### src/verilog/nv_write_pkg.sv
// Behaviour
// - After write command and address, host shifts one data word of 8 or 16 bits.
// - Chip select falling after last data bit starts timed erase-then-program cycle.
// - Chip select low at least 250 ns then high shows ready/busy on serial output (here only if raised while programming runs).
// - Serial output low while programming runs, high once done and ready.
// - Write-entire-array programs every location with the single supplied word.
// - Write-entire-array cycle starts on chip select fall, needs no serial clocks.
// - Write-entire-array erases the whole array before programming it.
// - Write-entire-array takes effect only in the programming-enabled state.
// - During write-entire-array, chip select raised after 250 ns low shows status.
// - Start bit is first rising serial clock with chip select and serial input high.
// - Opcode, address and data are sampled on rising serial clock edges.
// - Command executes only if all its bits arrived before chip select falls.
// - Reset leaves programming disabled; writes ignored until enable command.
package nv_write_pkg;
    // ==========================================================
    // Opcodes
    localparam logic [1:0] OP_EXT   = 2'h0;
    localparam logic [1:0] OP_WRITE = 2'h1;
    localparam logic [1:0] OP_READ  = 2'h2;
    localparam logic [1:0] OP_ERASE = 2'h3;
    // Extended opcodes (two top address bits)
    localparam logic [1:0] EXT_DIS  = 2'h0;
    localparam logic [1:0] EXT_WRITE_ENTIRE_ARRAY = 2'h1;
    localparam logic [1:0] EXT_ERASE_ENTIRE_ARRAY = 2'h2;
    localparam logic [1:0] EXT_EN   = 2'h3;
    // ==========================================================
    // Timing
    localparam int CLK_PERIOD_NS   = 25;
    localparam int CS_LOW_MIN_NS   = 250;
    localparam int CS_LOW_MIN_CYC  = (CS_LOW_MIN_NS + CLK_PERIOD_NS - 1) / CLK_PERIOD_NS;
    localparam int PROG_TIME_US    = 6000;
    localparam int PROG_CYC_DEF    = PROG_TIME_US * 1000 / CLK_PERIOD_NS;
    // ==========================================================
    // Reset values
    localparam logic PROG_EN_RESET = 1'b0;
endpackage

### src/verilog/pin_sync.sv
// ==========================================================
// Three-stage synchroniser; a change counts when stages 2 and 3 agree
module pin_sync (
    // Clock and reset
    input  wire logic core_clk,
    input  wire logic reset_n,
    // Pin
    input  wire logic pinIn,
    output logic      pinOut
);
    logic s1_q, s2_q, s3_q;

    // Shift chain
    always_ff @(posedge core_clk or negedge reset_n) begin
        if (!reset_n) begin
            s1_q <= 1'b0;
            s2_q <= 1'b0;
            s3_q <= 1'b0;
        end else begin
            s1_q <= pinIn;
            s2_q <= s1_q;
            s3_q <= s2_q;
        end
    end

    // Filtered level
    always_ff @(posedge core_clk or negedge reset_n) begin
        if (!reset_n) begin
            pinOut <= 1'b0;
        end else if (s2_q == s3_q) begin
            pinOut <= s3_q;
        end
    end
endmodule

### src/verilog/serial_eeprom_write_cycle.sv
module serial_eeprom_write_cycle #(
    parameter int WORD_BITS = 8,
    parameter int ADDR_BITS = 9,
    parameter int PROG_CYC  = nv_write_pkg::PROG_CYC_DEF
) (
    // Clock and reset
    input  wire logic                 core_clk,
    input  wire logic                 reset_n,
    // Serial pins
    input  wire logic                 chipSel,
    input  wire logic                 serialClk,
    input  wire logic                 serialIn,
    output logic                      serialOut,
    output logic                      serialOutEn,
    // Memory array port
    output logic                      memWe,
    output logic                      memAll,
    output logic [ADDR_BITS-1:0]      memAddr,
    output logic [WORD_BITS-1:0]      memData,
    output logic                      memErase,
    // Status
    output logic                      progEnabled,
    output logic                      busy
);
    localparam int FRAME_BITS = 2 + ADDR_BITS + WORD_BITS;
    localparam int CW = $clog2(FRAME_BITS + 2);
    localparam int TW = $clog2(PROG_CYC + 1);

    initial begin
        if (WORD_BITS != 8 && WORD_BITS != 16) $error("WORD_BITS must be 8 or 16");
        if (ADDR_BITS < 3 || PROG_CYC < 4) $error("Unsupported parameters");
    end

    typedef enum logic [3:0] {
        ST_IDLE  = 4'b0001,
        ST_SHIFT = 4'b0010,
        ST_DONE  = 4'b0100,
        ST_PROG  = 4'b1000
    } state_t;

    // ==========================================================
    // Input synchronisation
    logic csS, sckS, sdiS;
    pin_sync uCs  (.core_clk(core_clk), .reset_n(reset_n), .pinIn(chipSel),   .pinOut(csS));
    pin_sync uSck (.core_clk(core_clk), .reset_n(reset_n), .pinIn(serialClk), .pinOut(sckS));
    pin_sync uSdi (.core_clk(core_clk), .reset_n(reset_n), .pinIn(serialIn),  .pinOut(sdiS));

    logic sckPrev_q, csPrev_q;
    logic sckRise, csFall, csRise;
    assign sckRise = sckS & ~sckPrev_q;
    assign csFall  = ~csS & csPrev_q;
    assign csRise  = csS & ~csPrev_q;

    // Edge history
    always_ff @(posedge core_clk or negedge reset_n) begin
        if (!reset_n) begin
            sckPrev_q <= 1'b0;
            csPrev_q  <= 1'b0;
        end else begin
            sckPrev_q <= sckS;
            csPrev_q  <= csS;
        end
    end

    // ==========================================================
    // Command shifter
    state_t              state_q;
    logic [FRAME_BITS-1:0] shift_q;
    logic [CW-1:0]       count_q;
    logic [TW-1:0]       timer_q;
    logic                phase_q;     // 0 erase, 1 program
    logic                isAll_q;
    logic                progEn_q;
    logic [1:0]          opcode_q;    // Latched as it passes the shifter
    logic [1:0]          extCode_q;   // Top two address bits, latched likewise

    logic [1:0] opcode;
    logic [1:0] extCode;
    logic       needData;
    logic [CW-1:0] needBits;
    // Short frames never reach the top of the shifter, so decode from latched copies
    assign opcode   = opcode_q;
    assign extCode  = extCode_q;
    assign needData = (opcode == nv_write_pkg::OP_WRITE) ||
                      (opcode == nv_write_pkg::OP_EXT && extCode == nv_write_pkg::EXT_WRITE_ENTIRE_ARRAY);
    assign needBits = needData ? CW'(FRAME_BITS) : CW'(2 + ADDR_BITS);

    // Whether the received frame starts a programming cycle
    logic startWrite;
    assign startWrite = progEn_q && needData;

    // Main sequencer
    always_ff @(posedge core_clk or negedge reset_n) begin
        if (!reset_n) begin
            state_q <= ST_IDLE;
            shift_q <= '0;
            count_q <= '0;
            timer_q <= '0;
            phase_q <= 1'b0;
            isAll_q <= 1'b0;
            opcode_q  <= 2'h0;
            extCode_q <= 2'h0;
        end else begin
            case (state_q)
                ST_IDLE: begin
                    if (sckRise && csS && sdiS) begin
                        state_q <= ST_SHIFT;
                        count_q <= '0;
                    end
                end
                ST_SHIFT: begin
                    if (!csS) begin
                        state_q <= ST_IDLE;
                    end else if (sckRise) begin
                        shift_q <= {shift_q[FRAME_BITS-2:0], sdiS};
                        count_q <= count_q + 1'b1;
                        if (count_q == CW'(1))
                            opcode_q <= {shift_q[0], sdiS};
                        if (count_q == CW'(3))
                            extCode_q <= {shift_q[0], sdiS};
                        if (count_q + 1'b1 >= needBits && count_q >= CW'(2 + ADDR_BITS - 1))
                            state_q <= ST_DONE;
                    end
                end
                ST_DONE: begin
                    if (!csS) begin
                        if (startWrite) begin
                            state_q <= ST_PROG;
                            timer_q <= TW'(PROG_CYC / 2);
                            phase_q <= 1'b0;
                            isAll_q <= (opcode == nv_write_pkg::OP_EXT);
                        end else begin
                            state_q <= ST_IDLE;
                        end
                    end
                end
                ST_PROG: begin
                    // no decoding until the timed cycle ends
                    if (timer_q != '0) begin
                        timer_q <= timer_q - 1'b1;
                    end else if (!phase_q) begin
                        phase_q <= 1'b1;
                        timer_q <= TW'(PROG_CYC - PROG_CYC / 2);
                    end else begin
                        state_q <= ST_IDLE;
                    end
                end
                default: state_q <= ST_IDLE;
            endcase
        end
    end

    // Enable and disable commands
    always_ff @(posedge core_clk or negedge reset_n) begin
        if (!reset_n) begin
            progEn_q <= nv_write_pkg::PROG_EN_RESET;
        end else if (state_q == ST_DONE && !csS && opcode == nv_write_pkg::OP_EXT) begin
            if (extCode == nv_write_pkg::EXT_EN) progEn_q <= 1'b1;
            else if (extCode == nv_write_pkg::EXT_DIS) progEn_q <= 1'b0;
        end
    end

    // ==========================================================
    // Array update strobes: erase at phase end, then program
    logic phaseEnd;
    assign phaseEnd = (state_q == ST_PROG) && (timer_q == '0);
    always_ff @(posedge core_clk or negedge reset_n) begin
        if (!reset_n) begin
            memWe    <= 1'b0;
            memErase <= 1'b0;
            memAll   <= 1'b0;
            memAddr  <= '0;
            memData  <= '0;
        end else begin
            memWe    <= phaseEnd;
            memErase <= phaseEnd && !phase_q;
            memAll   <= isAll_q;
            memAddr  <= shift_q[WORD_BITS +: ADDR_BITS];
            memData  <= shift_q[WORD_BITS-1:0];
        end
    end

    // ==========================================================
    // Ready/busy status: chip select low long enough, then high
    logic [CW-1:0] lowCnt_q;
    logic          lowOk_q;
    logic          statusOn_q;
    always_ff @(posedge core_clk or negedge reset_n) begin
        if (!reset_n) begin
            lowCnt_q   <= '0;
            lowOk_q    <= 1'b0;
            statusOn_q <= 1'b0;
        end else begin
            if (csS) lowCnt_q <= '0;
            else if (lowCnt_q < CW'(nv_write_pkg::CS_LOW_MIN_CYC)) lowCnt_q <= lowCnt_q + 1'b1;
            if (csFall) lowOk_q <= 1'b0;
            else if (!csS && lowCnt_q >= CW'(nv_write_pkg::CS_LOW_MIN_CYC - 1))
                lowOk_q <= 1'b1;
            if (!csS) statusOn_q <= 1'b0;
            else if (csRise && lowOk_q && state_q == ST_PROG) statusOn_q <= 1'b1;
        end
    end

    // Drive serial output
    always_ff @(posedge core_clk or negedge reset_n) begin
        if (!reset_n) begin
            serialOut   <= 1'b0;
            serialOutEn <= 1'b0;
        end else begin
            serialOutEn <= statusOn_q && csS;
            serialOut   <= (state_q != ST_PROG);
        end
    end

    assign progEnabled = progEn_q;
    assign busy        = (state_q == ST_PROG);
endmodule

### config.mk
export PLATFORM = sky130hd
export DESIGN_NAME = serial_eeprom_write_cycle
export DESIGN_NICKNAME = d
export VERILOG_FILES = /design/src/verilog/nv_write_pkg.sv /design/src/verilog/pin_sync.sv /design/src/verilog/serial_eeprom_write_cycle.sv
export SDC_FILE = /design/constraint.sdc
export NUM_CORES = 1
export LEC_CHECK = 0
export ABC_AREA = 1
export CORE_MARGIN = 4
export CORE_UTILIZATION = 40
export CTS_CLUSTER_SIZE = 40
export DETAILED_ROUTE_END_ITERATION = 10
export DONT_BUFFER_PORTS = 1
export REMOVE_ABC_BUFFERS = 1
export SYNTH_ARGS = -nofsm -noshare
export SYNTH_HDL_FRONTEND = slang
export SYNTH_SLANG_ARGS = --single-unit
### constraint.sdc
create_clock -name core_clk -period 3.8 [get_ports core_clk]
set_input_delay 0.57 -clock core_clk [delete_from_list [all_inputs] [get_ports core_clk]]
set_output_delay 0.57 -clock core_clk [all_outputs]
set_load 0.02 [all_outputs]
==> results.md, run 1 <==
* Status: finished, final reports clean
* DR vias at 2962
* Critical path, cell by cell: ha_1 -> nand3_1 -> xor2_1 -> inv_1 -> ha_1 -> nand2_1 -> inv_1 -> a21oi_1 -> nand3_1 -> nand2_1 -> nand2_1 -> nand3_1 -> nand2_1
* Unrepaired setup endpoints after global routing: no
* Drt first-iter violations at 118
* Mux share of post-synthesis cell area at 0%
* Pin count of the biggest net entering global routing at 94
* Htree depth at 3
* Worst flop-to-flop path endpoint: state_q[2]
* NetSw at 1.090 mW
* Final instance area at 0.004536 mm^2
* FF-to-FF path depth at 13
* Post-Place Cell Area at 0.004259 mm^2
* Crit path time final at 2.158 ns
* Final TNS setup at 0 ns
* Final Hold Fails at 0
* Congestion Overflow GR at 0
* Power Density at 645.8 mW/mm^2
* Logic pwr share at 30.1%
* Post-synthesis compound-gate area fraction at 3.540%
* Reg power frac at 43.3%
* Drt drc at 0
* Final Max Tran Viols at 0
* Synth unique cells at 34
* Post-Synth Simple-Gate Area at 28.71%
* Synth Warn # at 0
* Post-synthesis async set-or-reset flop share at 100.0%
* Yosys top cell area share at 56.28%
* Clk sinks at 94
* DR vias/cell at 4.793
* Row count at 36
* 1st-pass router iterations at 4
* Maxcap violations at 0
* Hpwl dp at 5138 um
* Antenna diodes at 0
* # IOs at 29
* Die Wd at 109.7 um
* Slew HR at 63.24%
* XOR/XNOR Fraction of Synth Area at 1.059%
* Post-CTS resize count at 0
* Vias in the first global route at 2868
* Crit end category: register
* Met2 Track Usage GR at 21.80%
* Int Pwr at 1.839 mW
* Worst-Skew Late Latency at 0.37 ns
* Final ANT Viol Nets at 0
* Min-Delay Path Class: input pin to asynchronous set/reset pin
* Most used cell along the critical path: nand2_1
* Startpoint Class: register
* Max stage delay on crit path at 0.46 ns
* Reg clk slew, reported paths at 0.10 ns
* Met1 Usage GRT at 19.60%
* Critical Path AT at 2.43 ns
* RD Place Congestion at 0.8334
* Layout cell share with drive strength beyond 1 at 8.247%
* Cell count after synthesis at 476
* Core ar. at 0.009910 mm^2
* Top Usage Layer GRT: met2
* Critical Path RT at 4.07 ns
* R2r setup slk at 1.64 ns
* Area of the mapped netlist at 0.004135 mm^2
* GR Util met3 at 5.755%
* Worst-margin pin slew at 0.5494 ns
* Mean Syn Cell Area at 8.687 um^2
* CTS buffer count at 9
* Register bit total from synthesis at 94
* CTS tree: done
* DIE HEIGHT at 109.7 um
* Switching Share at 37.20%
* Most common library cell in the layout ignoring fill and taps: nand2_1
* # setup viols final at 0
* Cell accounting for the most synthesized area: dfrtp_1
* Port Buffer Count at 0
* Worst Setup SP: count_q[0]
* Crit Path Class: register to register
* Max Buffers Root-to-Sink at 2
* First-pass GRT wire length at 13740 um
* Sequential share of the synthesized area at 56.91%
* Leak Pwr at 2.370 nW
* Detailed-route wire length at 7840 um
* Ys flop type: dfrtp_1
* DIE AREA at 0.01203 mm^2
* Crit Path Max Fanout at 6
* Nets at 495
* Tcrit/Tclk final at 56.80%
* Clock group share of total power at 26.6%
* Most frequent cells in the layout: nand2_1 (171), dfrtp_1 (93), inv_1 (46)
* Synth area leaders: dfrtp_1 (56%), nand2_1 (16%), inv_1 (4.2%)
* VDD IR max at 341.8 uV
* Clock Skews at 0.007621 ns
* Initial antenna violation count at 0
* Fmax at 463.3 MHz
* Synth-to-layout area growth at 9.682%
* Largest family of logic cells by synthesized area: simple AND/OR/NAND/NOR gates
* CTS Root Cell: clkbuf_8
* CP max stage cell: dfrtp_1
* Post-synth EDFFs at 0
* Post-synthesis adder-cell area fraction at 3.752%
* Worst r2r src: count_q[0]
* Total GRT Usage at 14.64%
* Initial core utilization at 41.73%
* WL/cell at 12.69 um
Yosys cell counts (2+ instances only):
master,n
xor2_1,4
or2_1,2
o21ai_0,7
or2_2,4
buf_2,4
a21oi_1,6
dfrtp_1,93
nor2_1,37
inv_1,46
nand3b_1,3
maj3_1,3
nor3_1,2
nand2_1,171
o21ai_1,10
ha_1,10
clkbuf_1,5
nand4_1,15
nand2_2,2
nand3_1,29
inv_2,6
nor2_2,4
layout make-up:
cell class,instances,area [um^2]
Clock buffer,11,151.4
Clock inverter,5,87.58
Fill cell,986,5374
Inverter,53,198.9
Multi-Input combinational cell,319,1533
Sequential cell,94,2354
Tap cell,133,166.4
Timing Repair Buffer,3,45.04
critical path: cells and delay by family (launching register included):
family / cells / cell delay (ns)
compound gates: 1 / 0.16
flops: 1 / 0.46
fa+ha+maj: 2 / 0.56
xor+xnor: 1 / 0.18
simple gates: 7 / 0.57
buf+inv: 2 / 0.12
worst max path at each step:
stage	endpoint	slack [ns]	depth (start not counted)
after floorplan	shift_q[1]	1.81	8
after CTS	state_q[1]	1.63	13
after detailed placement	state_q[1]	1.66	13
final	state_q[2]	1.64	13
after global placement	state_q[2]	1.78	13
after global routing	state_q[2]	1.37	13
cells by family after synthesis:
kind of cell / after synthesis
compound gates: 27
xor+xnor: 5
fa+ha+maj: 13
buf+inv: 63
flops: 94
simple gates: 274
power groups by stage:
stage	clock network [mW]	logic [mW]	registers, mW
global placement	0	0.833	1.28
detailed placement	0	0.862	1.29
CTS	0.805	0.889	1.27
floorplan	0	0.707	1.25
finish	0.779	0.883	1.27
global route	0.848	1.03	1.29
registers in the layout, summed over array words and instances, names as in the netlist, 2 cells and up:
name and count:
state_q 4, opcode 2, memAddr 9, memData 8, shift_q 17, extCode 2, lowCnt_q 5, timer_q 18
count_q 5
repair_timing:
item,in CTS,in global routing
setup buffers,0,0
hold buffers,1,1
hold endpoints to repair,93,1
layer usage:
metal  share of wire [%]  wire length, um  up-vias
li1                    -                -     1495
met5                   0                0        -
met1                  48             3779     1404
met4                 1.5              119        0
met2                  45             3553       52
met3                 4.9              388       11
stage by stage:
| step | power, mW | std cells | worst slack [ns] | util [%] | hold slack [ns] |
|---|---|---|---|---|---|
| final | 2.929 | 618 | 1.642 | 45.77 | 0.07797 |
| after global placement | 2.116 | 600 | 1.783 | 42.98 | 0.2776 |
| after CTS | 2.960 | 617 | 1.627 | 45.67 | 0.01846 |
| after detailed placement | 2.147 | 600 | 1.658 | 42.98 | 0.2775 |
| after floorplan | 1.958 | 466 | 1.806 | - | 0.2744 |
| after global routing | 3.167 | 618 | 1.373 | 45.77 | 0.1093 |
Note: power is estimated with default switching activity, not from simulation.
==> run 2, diff against run 1 <==
==> constraint.sdc (replaced) <==
create_clock -name core_clk -period 2.2 [get_ports core_clk]
set_input_delay 0.33 -clock core_clk [delete_from_list [all_inputs] [get_ports core_clk]]
set_output_delay 0.33 -clock core_clk [all_outputs]
set_load 0.02 [all_outputs]
==> results.md, run 2 (synthesis gave the netlist of run 1 again) <==
* VDD IR max at 433.8 uV
* Layout cell share with drive strength beyond 1 at 10.57%
* RD Place Congestion at 0.8620
* Worst r2r src: count_q[0]
* Crit path time final at 1.970 ns
* Pin count of the biggest net entering global routing at 95
* CTS Root Cell: clkbuf_8
* Vias in the first global route at 2846
* Maxcap violations at 0
* Final Hold Fails at 94
* CTS buffer count at 9
* Largest delay share family, worst path: simple AND/OR/NAND/NOR gates
* # IOs at 29
* Crit Path Max Fanout at 5
* Crit path buffers/inverters at 2
* Worst flop-to-flop path endpoint: state_q[2]
* Die Wd at 109.7 um
* Critical Path AT at 2.22 ns
* Max stage delay on crit path at 0.44 ns
* Antenna diodes at 0
* Drt drc at 0
* Clock Skews at 0.01271 ns
* Min-Delay Path Class: input pin to asynchronous set/reset pin
* Startpoint Class: register
* Fmax at 507.7 MHz
* Worst-margin pin slew at 0.4064 ns
* Biggest register: timer_q
* DIE AREA at 0.01203 mm^2
* 1st-pass router iterations at 4
* Final ANT Viol Nets at 0
* Critical path, cell by cell: ha_2 -> nand3_1 -> xor2_1 -> inv_1 -> ha_4 -> nand2_1 -> inv_1 -> a21oi_1 -> nand3_1 -> nand2_2 -> nand2_2 -> nand3_1 -> nand2_1
* Crit Path Class: register to register
* Hold slack at -0.3495 ns
* Leak Pwr at 2.377 nW
* CP max stage cell: dfrtp_2
* Critical Path RT at 2.45 ns
* FF-to-FF path depth at 13
* Synth-to-layout area growth at 10.65%
* Congestion Overflow GR at 0
* Violated checks: negative hold slack
* DR vias/cell at 4.803
* Worst-Skew Late Latency at 0.36 ns
* Max Buffers Root-to-Sink at 2
* Row count at 36
* Nets at 502
* CTS tree: done
* Tcrit/Tclk final at 89.53%
* Htree depth at 3
* Port Buffer Count at 0
* Power Density at 1076 mW/mm^2
* Reg clk slew, reported paths at 0.10 ns
* Reg area at 0.002356 mm^2
* Total chip power at 4.922 mW
* Final Max Tran Viols at 0
* Total GRT Usage at 14.05%
* Initial antenna violation count at 0
* Most used cell along the critical path: nand3_1
* Core ar. at 0.009910 mm^2
* Most frequent cells in the layout: nand2_1 (169), dfrtp_1 (91), inv_1 (46)
* # fillers at 943
* R2r setup slk at 0.23 ns
* Area of the multi-input gates at 0.001556 mm^2
* Hpwl dp at 4986 um
* Detailed-route wire length at 7526 um
* First-pass GRT wire length at 13420 um
* WL/cell at 12.04 um
* DR vias at 3002
* Slew HR at 72.91%
* Cts-stage hold buffer count at 3
* Status: finished with violations
* Crit end category: register
* Largest register FFs at 18
* Unrepaired setup endpoints after global routing: no
* DIE HEIGHT at 109.7 um
* Most common library cell in the layout ignoring fill and taps: nand2_1
* # setup viols final at 0
* Clk sinks at 94
* Biggest regs: timer_q (18), shift_q (17), memAddr (9)
* Final TNS setup at 0 ns
* Drt first-iter violations at 114
* Initial core utilization at 41.73%
==> run 2: cell types whose count changed in the layout (fill, tap and decap cells not counted), sizes merged <==
| cell | delta |
|---|---|
| buf | +5 |
| dlygate4sd3 | +2 |
| clkinv | +2 |
| bufinv | -1 |
| clkbuf | -2 |
| inv | +1 |
==> run 2: per-layer routing <==
layer / wire length [um] / up-vias / track usage, % / part of all wire [%]
met3: 424 / 10 / 4.052 / 5.6
met4: 99 / 0 / 4.363 / 1.3
met5: 0 / - / 0 / 0
li1: - / 1516 / - / -
met1: 3491 / 1417 / 18.27 / 46
met2: 3511 / 59 / 22.76 / 47
==> run 2: stage by stage <==
step           std cells  setup slack (ns)  area, um^2  util (%)
4_1_cts              621           0.07001        4519     45.61
3_3_place_gp         602            0.1749        4274     43.13
6_report             625            0.2303        4576     46.17
5_1_grt              625         0.0003106        4576     46.17
2_1_floorplan        466            0.2055        4085         -
3_5_place_dp         602           0.09244        4274     43.13
==> run 2: layout make-up <==
cell class,count,share of cell area [%]
Inverter,53,4.348
Sequential cell,94,51.49
Tap cell,133,3.637
Multi-Input combinational cell,319,34.02
Timing Repair Buffer,10,1.805
Clock buffer,9,2.707
Clock inverter,7,1.996
==> run 2: worst max path at each step <==
stage | from | end | cells after the start
after floorplan | state_q[3] | shift_q[1] | 8
after global placement | count_q[0] | state_q[2] | 13
after detailed placement | count_q[0] | state_q[2] | 13
after CTS | count_q[0] | state_q[2] | 13
after global routing | extCode[0] | state_q[2] | 12
final | count_q[0] | state_q[2] | 13
==> run 2: what timing repair did <==
| action | 4_1_cts | 5_1_grt |
|---|---|---|
| hold endpoints to repair | 97 | 94 |
| endpoints found under the setup margin | 0 | 3 |
| buffers inserted | 0 | 4 |
| resized for setup | 0 | 7 |
==> run 2: power by group <==
part	internal [mW]	switching, mW
Clock	0.553	0.660
Combinational	0.542	0.977
Sequential	1.95	0.241
==> run 2: worst register-to-register path, cell delays in order (launching register included) <==
cell	delay [ns]
dfrtp_2	0.44
ha_2	0.22
nand3_1	0.10
xor2_1	0.19
inv_1	0.10
ha_4	0.22
nand2_1	0.06
inv_1	0.05
a21oi_1	0.14
nand3_1	0.10
nand2_2	0.07
nand2_2	0.06
nand3_1	0.08
nand2_1	0.05
